**config.mk**
```make
export PLATFORM = sky130hd
export DESIGN_NAME = kwd_watchdog
export DESIGN_NICKNAME = d
export VERILOG_FILES = /design/src/hdl/kwd_pkg.sv /design/src/hdl/kwd_key_check.sv /design/src/hdl/kwd_tick_gen.sv /design/src/hdl/kwd_watchdog.sv
export VERILOG_INCLUDE_DIRS = /design/src /design/src/hdl
export SDC_FILE = /design/constraint.sdc
export NUM_CORES = 1
export LEC_CHECK = 0
export BUFFER_PORTS_ARGS = -buffer_cell sky130_fd_sc_hd__buf_4
export CAP_MARGIN = 30
export CORE_ASPECT_RATIO = 1.1
export CORE_MARGIN = 8
export CORE_UTILIZATION = 45
export CTS_CLUSTER_DIAMETER = 120
export CTS_CLUSTER_SIZE = 20
export DETAILED_ROUTE_END_ITERATION = 10
export PLACE_DENSITY = 0.82
export SYNTH_ARGS = -nofsm -noshare
export SYNTH_HDL_FRONTEND = slang
export SYNTH_HIERARCHICAL = 1
export SYNTH_SLANG_ARGS = --single-unit
```
**constraint.sdc**
```tcl
create_clock -name core_clk_i -period 3.5 [get_ports core_clk_i]
set_input_delay 0.35 -clock core_clk_i [delete_from_list [all_inputs] [get_ports core_clk_i]]
set_output_delay 0.35 -clock core_clk_i [all_outputs]
set_load 0.05 [all_outputs]
```
**src/hdl/kwd_regs.svh**
```systemverilog
// register offsets, field positions, reset values and timing counts
`ifndef KWD_REGS_SVH
`define KWD_REGS_SVH

// ****************************************
// register frame
// ****************************************
`define KWD_FRAME_BASE 16'h7020
`define KWD_COUNT_ADDR 16'h7023
`define KWD_KEY_ADDR 16'h7025
`define KWD_CTRL_ADDR 16'h7029

// ****************************************
// control register fields
// ****************************************
`define KWD_CTRL_DIS_BIT 6
`define KWD_CTRL_CHK_HI 5
`define KWD_CTRL_CHK_LO 3
`define KWD_CTRL_PS_HI 2
`define KWD_CTRL_PS_LO 0
`define KWD_CHECK_PATTERN 3'h5
`define KWD_PERMIT_BIT 5

// ****************************************
// reset values
// ****************************************
`define KWD_PS_RESET 3'h0
`define KWD_DIS_RESET 1'b0
`define KWD_COUNT_RESET 8'h00

// ****************************************
// timing counts
// ****************************************
`define KWD_BASE_DIV 512
`define KWD_BASE_W 9
`define KWD_PRE_W 6

`endif

```
**src/hdl/kwd_pkg.sv**
```systemverilog
// types shared by the keyed watchdog files
package kwd_pkg;

  // one register access from the processor data bus
  typedef struct packed {
    logic [15:0] addr;
    logic [15:0] wdata;
    logic wr;
    logic rd;
  } kwd_req_t;

  // what the key checker reports for one key write
  typedef struct packed {
    logic service;
    logic bad_key;
  } kwd_key_res_t;

endpackage

```
**src/hdl/kwd_key_check.sv**
```systemverilog
// two step service key checker
`timescale 1ns/1ps
`default_nettype none

module kwd_key_check
#(
  parameter logic [7:0] KEY_ARM = 8'h3C,
  parameter logic [7:0] KEY_DONE = 8'hC3
)
(
  input wire logic core_clk_i,
  input wire logic rst_i,
  input wire logic key_wr_i,
  input wire logic [7:0] key_i,
  output kwd_pkg::kwd_key_res_t res_o
);
  import kwd_pkg::*;

  // armed after the first key, service on the second
  typedef enum logic {KWD_IDLE, KWD_ARMED} kwd_key_st_t;
  kwd_key_st_t st_q;
  kwd_key_st_t st_d;
  logic is_arm;
  logic is_done;

  assign is_arm = (key_i == KEY_ARM);
  assign is_done = (key_i == KEY_DONE);

  // any byte other than the two keys is a bad key
  logic is_bad;
  assign is_bad = key_wr_i && !is_arm && !is_done;
  // the closing key after the opening key services the counter
  logic is_service;
  assign is_service = key_wr_i && is_done && (st_q == KWD_ARMED);
  // both results leave as one packed word, driven in one place
  assign res_o = '{service: is_service, bad_key: is_bad};

  // ****************************************
  // next state
  // ****************************************
  always_comb
  begin
    st_d = st_q;
    if (key_wr_i)
    begin
      case (st_q)
        KWD_IDLE:
          st_d = is_arm ? KWD_ARMED : KWD_IDLE;
        KWD_ARMED:
          st_d = is_arm ? KWD_ARMED : KWD_IDLE;
        default:
          st_d = KWD_IDLE;
      endcase
    end
  end

  // state register
  always_ff @(posedge core_clk_i or posedge rst_i)
  begin
    if (rst_i)
    begin
      st_q <= KWD_IDLE;
    end
    else
    begin
      st_q <= st_d;
    end
  end

endmodule
`default_nettype wire

```
**src/hdl/kwd_tick_gen.sv**
```systemverilog
// base tick divider and prescaled counter tick
`timescale 1ns/1ps
`default_nettype none
`include "kwd_regs.svh"

module kwd_tick_gen
#(
  parameter int BASE_DIV = `KWD_BASE_DIV
)
(
  input wire logic core_clk_i,
  input wire logic rst_i,
  input wire logic run_i,
  input wire logic [2:0] prescale_i,
  output logic tick_o
);
  import kwd_pkg::*;

  localparam logic [`KWD_BASE_W-1:0] BASE_LAST =
    `KWD_BASE_W'(BASE_DIV - 1);

  // base divider and prescale counter
  logic [`KWD_BASE_W-1:0] base_q;
  logic [`KWD_PRE_W-1:0] pre_q;
  logic base_tick;
  logic [`KWD_PRE_W-1:0] pre_mask;

  // base tick fires once every BASE_DIV clocks
  assign base_tick = run_i && (base_q == BASE_LAST);

  // codes 0 and 1 both divide by one, code k divides by 2^(k-1)
  assign pre_mask = (prescale_i <= 3'h1) ? '0 :
    `KWD_PRE_W'((7'h01 << (prescale_i - 3'h1)) - 7'h01);

  // counter tick when the selected low prescale bits are all ones
  assign tick_o = base_tick && ((pre_q & pre_mask) == pre_mask);

  // ****************************************
  // dividers, counting from reset release while run_i is high
  // ****************************************
  always_ff @(posedge core_clk_i or posedge rst_i)
  begin
    if (rst_i)
    begin
      base_q <= '0;
      pre_q <= '0;
    end
    else if (run_i)
    begin
      // base divider wraps at its last count
      base_q <= base_tick ? '0 : base_q + 1'b1;
      if (base_tick)
      begin
        pre_q <= pre_q + 1'b1;
      end
    end
  end

endmodule
`default_nettype wire

```
**src/hdl/kwd_watchdog.sv**
```systemverilog
// keyed watchdog timer with its byte wide registers
`timescale 1ns/1ps
`default_nettype none
`include "kwd_regs.svh"

module kwd_watchdog
#(
  parameter int BASE_DIV = `KWD_BASE_DIV,
  parameter logic [7:0] KEY_ARM = 8'h3C,
  parameter logic [7:0] KEY_DONE = 8'hC3
)
(
  input wire logic core_clk_i,
  input wire logic rst_i,
  input wire kwd_pkg::kwd_req_t req_i,
  input wire logic [15:0] system_control_two_i,
  output logic [15:0] rd_data_o,
  output logic sys_reset_o,
  output logic running_o
);
  import kwd_pkg::*;

  // ****************************************
  // register state
  // ****************************************

  // counter of prescaled ticks
  logic [7:0] count_q;
  logic [7:0] count_d;
  // prescale select, fastest after reset
  logic [2:0] prescale_q;
  logic [2:0] prescale_d;
  // watchdog disabled by software
  logic dis_q;
  logic dis_d;
  // sticky system reset request
  logic rst_req_q;
  logic rst_req_d;
  // read data, one cycle after the strobe
  logic [15:0] rd_data_q;
  logic [15:0] rd_data_d;
  // running indication
  logic running_q;

  // ****************************************
  // address decode
  // ****************************************

  // the three registers of the frame
  logic hit_count;
  logic hit_key;
  logic hit_ctrl;
  assign hit_count = (req_i.addr == `KWD_COUNT_ADDR);
  assign hit_key = (req_i.addr == `KWD_KEY_ADDR);
  assign hit_ctrl = (req_i.addr == `KWD_CTRL_ADDR);

  // write strobes per register
  logic wr_key;
  logic wr_ctrl;
  assign wr_key = req_i.wr && hit_key;
  assign wr_ctrl = req_i.wr && hit_ctrl;

  // only the lower byte of a write is taken
  logic [7:0] wbyte;
  assign wbyte = req_i.wdata[7:0];

  // ****************************************
  // control write checks
  // ****************************************

  // check bit field of the written control byte
  logic [2:0] chk_field;
  assign chk_field = wbyte[`KWD_CTRL_CHK_HI:`KWD_CTRL_CHK_LO];

  // wrong check pattern on a control write
  logic bad_check;
  assign bad_check = wr_ctrl && (chk_field != `KWD_CHECK_PATTERN);

  // good control write
  logic good_ctrl;
  assign good_ctrl = wr_ctrl && !bad_check;

  // disable permit flag from system control
  logic permit;
  assign permit = system_control_two_i[`KWD_PERMIT_BIT];

  // disable request honoured only with permit set
  logic dis_req;
  assign dis_req = wbyte[`KWD_CTRL_DIS_BIT];

  // ****************************************
  // key checker and tick generator
  // ****************************************

  // result of a key write
  kwd_key_res_t key_res;

  kwd_key_check
  #(
    .KEY_ARM(KEY_ARM),
    .KEY_DONE(KEY_DONE)
  )
  u_key
  (
    .core_clk_i(core_clk_i),
    .rst_i(rst_i),
    .key_wr_i(wr_key),
    .key_i(wbyte),
    .res_o(key_res)
  );

  // counter tick at the selected rate
  logic tick;
  // the block counts while neither disabled nor requesting reset
  logic run;
  assign run = !dis_q && !rst_req_q;

  kwd_tick_gen
  #(
    .BASE_DIV(BASE_DIV)
  )
  u_tick
  (
    .core_clk_i(core_clk_i),
    .rst_i(rst_i),
    .run_i(run),
    .prescale_i(prescale_q),
    .tick_o(tick)
  );

  // ****************************************
  // reset causes
  // ****************************************

  // counter about to overflow on this tick; a service in the same
  // cycle clears the counter first, so it wins over the overflow
  logic overflow;
  assign overflow = run && tick && !key_res.service &&
    (count_q == 8'hFF);

  // any cause of system reset
  logic reset_cause;
  assign reset_cause = overflow || key_res.bad_key || bad_check;

  // ****************************************
  // next state
  // ****************************************

  // counter: cleared by service, else counts ticks
  always_comb
  begin
    count_d = count_q;
    // a service beats a tick that lands in the same cycle
    if (key_res.service)
    begin
      // a good service clears the counter
      count_d = `KWD_COUNT_RESET;
    end
    else if (run && tick)
    begin
      // count prescaled ticks from reset release
      count_d = count_q + 8'h01;
    end
  end

  // control fields take effect on a good write only
  always_comb
  begin
    prescale_d = prescale_q;
    dis_d = dis_q;
    if (good_ctrl)
    begin
      prescale_d = wbyte[`KWD_CTRL_PS_HI:`KWD_CTRL_PS_LO];
      if (dis_req && permit)
      begin
        // permit set: software may switch off
        dis_d = 1'b1;
      end
      else if (!dis_req)
      begin
        // writing zero turns it back on
        dis_d = 1'b0;
      end
      else
      begin
        // permit clear: disable attempt ignored
        dis_d = dis_q;
      end
    end
  end

  // ****************************************
  // reset request
  // ****************************************

  // reset request stays until the system reset comes back
  assign rst_req_d = rst_req_q || reset_cause;

  // ****************************************
  // read path
  // ****************************************

  // control byte as read back, check bits read zero
  logic [7:0] ctrl_rd;
  assign ctrl_rd = {1'b0, dis_q, 3'h0, prescale_q};

  // read mux, upper byte always zero
  always_comb
  begin
    rd_data_d = 16'h0000;
    if (req_i.rd)
    begin
      if (hit_count)
      begin
        rd_data_d = {8'h00, count_q};
      end
      else if (hit_ctrl)
      begin
        rd_data_d = {8'h00, ctrl_rd};
      end
      else
      begin
        // key register is write only, others unmapped
        rd_data_d = 16'h0000;
      end
    end
  end

  // ****************************************
  // registers
  // ****************************************

  // watchdog counter and control
  always_ff @(posedge core_clk_i or posedge rst_i)
  begin
    if (rst_i)
    begin
      count_q <= `KWD_COUNT_RESET;
      prescale_q <= `KWD_PS_RESET;
      dis_q <= `KWD_DIS_RESET;
    end
    else
    begin
      count_q <= count_d;
      prescale_q <= prescale_d;
      dis_q <= dis_d;
    end
  end

  // reset request and status outputs
  always_ff @(posedge core_clk_i or posedge rst_i)
  begin
    if (rst_i)
    begin
      rst_req_q <= 1'b0;
      running_q <= 1'b0;
    end
    else
    begin
      rst_req_q <= rst_req_d;
      // running follows the next disable and reset request state
      running_q <= !dis_d && !rst_req_d;
    end
  end

  // read data register
  always_ff @(posedge core_clk_i or posedge rst_i)
  begin
    if (rst_i)
    begin
      rd_data_q <= 16'h0000;
    end
    else
    begin
      rd_data_q <= rd_data_d;
    end
  end

  // ****************************************
  // outputs
  // ****************************************

  // every output comes from a flip-flop
  assign rd_data_o = rd_data_q;
  assign sys_reset_o = rst_req_q;
  assign running_o = running_q;

endmodule
`default_nettype wire
```
==> impl_metrics.csv <==
group,metric,value,unit
status,run_status,"finished clean",
sta,worstMarginPinSlew,0.792,ns
floorplan,core_area,4680,um^2
drt,wl_per_cell,14.4,um
place,place_area,2530,um^2
worst_setup_path,crit_slowest_cell,"dfrtp_1",
sta,post-route-period-util,83.1,%
place,dp_hpwl,3570,um
worst_setup_path,path_class,"flip-flop to flip-flop",
place,dp_worst_setup_slack,0.620,ns
global_routing,grt_max_degree,23,
layout,multi_input_area,1140,um^2
clock_tree,cts_sinks,38,
yosys,yosys-top-cells-area,"dfrtp_1 43%, ha_1 5.1%, buf_4 3.7%, nor2_1 3.7%, xor2_1 3.6%",
worst_setup_path,cp_common_cell,"and3_1",
clock_tree,cts_tree,"yes",
pwr,power_density,371,nW/um^2
drt,dr.pass1.iters,4,
sta,grt_setup_unrepaired,"false",
global_routing,met1_usage,15.7,%
yosys,yosysSeqAreaShare,43.1,%
worst_setup_path,start_kind,"flip-flop",
clock_tree,clkLatencyLatePin,0.29,ns
clock_tree,cts_buffers,5,
yosys,synth_edf_count,0,
floorplan,dieArea,7410,um^2
sta,setup_violations,0,
global_routing,use_met3,4.33,%
drt,drc_errors,0,
yosys,synth_warnings,6,
layout,fin_nets,323,
clock_tree,cts_buffer_depth,2,
floorplan,std_cell_rows,26,
clock_tree,cts_max_level,2,
global_routing,grt_pass1_vias,1782,
global_routing,grt-busiest-layer,"met2",
pwr,p_leak,1.21,nW
worst_setup_path,critPathMaxFanout,6,
yosys,synth_area_per_cell,10.2,um^2
yosys,synth_flop_cell,"dfrtp_1",
worst_setup_path,critPathBufInv,0,
layout,final-seq-area,951,um^2
hold_path,hold_class,"input port to flip-flop",
place,port_buffers,38,
layout,layout_commonest_cell,"buf_4",
floorplan,die_w,82.8,um
sta,setup_slack,0.592,ns
sta,relSlewSlack,47.2,%
yosys,synth_top_area_share,43.1,%
global_routing,met2_usage,21.1,%
sta,fin_crit,2.91,ns
worst_setup_path,cp.required,3.68,ns
worst_setup_path,cp-end-kind,"flip-flop",
sta,maxSlewViolCount,0,
drt,vias_per_cell,5.42,
global_routing,grt_pass1_wl,7740,um
flow_run,max-cap-violations,0,
drt,drt-initial-drc-count,96,
yosys,syn_inst,217,
layout,final_util,56.3,%
sta,tns,0,ns
floorplan,start_util,47.1,%
layout,design_area,2640,um^2
yosys,yosys.area.top_type,"dfrtp_1",
sta,hold_violations,0,
floorplan,die_h,89.5,um
global_routing,groute.usage.overall,13.4,%
layout,drive_above_1_share,26.6,%
clock_tree,root_buffer,"clkbuf_8",
clock_tree,cts_resized,0,
global_routing,antenna_found_initial,0,
yosys,synth-seq-cells,38,
yosys,syn_area,2210,um^2
layout,area_growth,19.3,%
place,place.gp.congestion,0.825,
drt,ant_nets,0,
layout,diodes,0,
yosys,synth_cell_types,53,
layout,fillCellCount,414,
worst_setup_path,path_cells,"ha_1 > and3_1 > and3_1 > and3_1 > ha_1 > and2_1 > a21boi_2 > o211ai_1 > o21ai_1 > nor3b_2 > nand2_1 > o21a_1 > o21a_1",
yosys,synth-async-reset-ratio,100,%
worst_setup_path,critPathTopFamily,"simple AND/OR/NAND/NOR gates",
pwr,vdd_drop_max,0.000195,V
worst_setup_path,cp.arrival,3.09,ns
clock_tree,path_clk_slew,0.07,ns
layout,final_cell_mix,"43 x buf_4, 38 x dfrtp_1, 22 x nor2_1, 20 x nand2_1, 11 x inv_1",
clock_tree,post_cts_buffers,0,
floorplan,ios,70,
global_routing,gr-total-overflow,0,
sta,skew,0.00592,ns
sta,fmax,344,MHz
worst_setup_path,critical_path.max_stage_delay,0.41,ns
pwr,total_power,0.977,mW
drt,num_vias,1728,
drt,finalWirelength,4590,um
-- final timing paths --
check                      slack [ns]                          from                     endpoint  cells past startpoint
max                              0.59  u_tick/base_q[0]$_DFFE_PP0P_          running_o$_DFF_PP0_                     13
min                              0.32                      req_i[4]    prescale_q[2]$_DFFE_PP0P_                      2
max reg2reg                      0.59  u_tick/base_q[0]$_DFFE_PP0P_          running_o$_DFF_PP0_                     13
min reg2reg                      0.48   u_tick/pre_q[5]$_DFFE_PP0P_  u_tick/pre_q[5]$_DFFE_PP0P_                      1
max in group asynchronous        2.21                         rst_i       rd_data_o[4]$_DFF_PP0_                      3
min in group asynchronous        0.47                         rst_i       u_key/st_q$_DFFE_PP0P_                      3
-- sequential cells by signal, summed over array words and instances, names as in the netlist --
signal	cells
count_q	8
dis_q	1
prescale_q	3
rd_data_o	8
running_o	1
sys_reset_o	1
u_key/st_q	1
u_tick/base_q	9
u_tick/pre_q	6
-- area by class of cell --
class | instances | share of cell area, %
clock buffer | 6 | 3.13
clock inverter | 2 | 0.475
inverter | 11 | 1.57
multi-input combinational | 162 | 43.4
sequential | 38 | 36.1
tap | 56 | 2.66
timing repair buffer | 44 | 12.6
-- synth_stat cells (all sizes together) (2+ instances only) --
master and n:
nand2 20, o22ai 2, and4bb 2, o21ai 10, mux2 6, inv 11, xnor2 6, ha 9
a21oi 2, nor4 3, nor2b 4, nor2 23, nor3 2, nand4 7, and3 11, buf 12
nand3b 3, a22oi 4, xor2 9, o21a 3, nor3b 6, and2b 2, and3b 2, dfrtp 38
-- repair_timing --
action                                  in CTS  in global routing
hold buffers                                 1                  0
hold endpoints to repair                     1                  0
endpoints found under the setup margin       0                  0
-- per-layer routing --
| metal | up-vias | part of all wire (%) |
|---|---|---|
| met5 | - | 0 |
| li1 | 828 | - |
| met2 | 58 | 48 |
| met3 | 9 | 7.0 |
| met1 | 833 | 43 |
| met4 | 0 | 2.3 |
-- kinds of logic (layout without fill, tap and decap cells) --
kind of cell	count (synthesis)	after routing	synth area share, %
adder cells (fa/ha/maj)	9	9	5.10
AO/OA/AOI/OAI	28	28	8.39
XOR/XNOR	15	15	5.95
AND/OR/NAND/NOR	95	95	27.0
flip-flops	38	38	43.1
multiplexers	7	7	4.02
other	1	8	0.170
buffers and inverters	24	63	6.29
-- report_power, final --
| group | internal, mW | switching (mW) |
|---|---|---|
| Combinational | 0.0680 | 0.0894 |
| Sequential | 0.473 | 0.0362 |
| Clock | 0.158 | 0.152 |
| Total | 0.699 | 0.278 |
-- per-stage QoR --
step | hold slack, ns | std cells
2_1_floorplan | 0.0787 | 224
3_3_place_gp | 0.219 | 310
3_5_place_dp | 0.220 | 310
4_1_cts | 0.307 | 319
5_1_grt | 0.305 | 319
6_report | 0.317 | 319
Note: power is estimated with default switching activity, not from simulation.
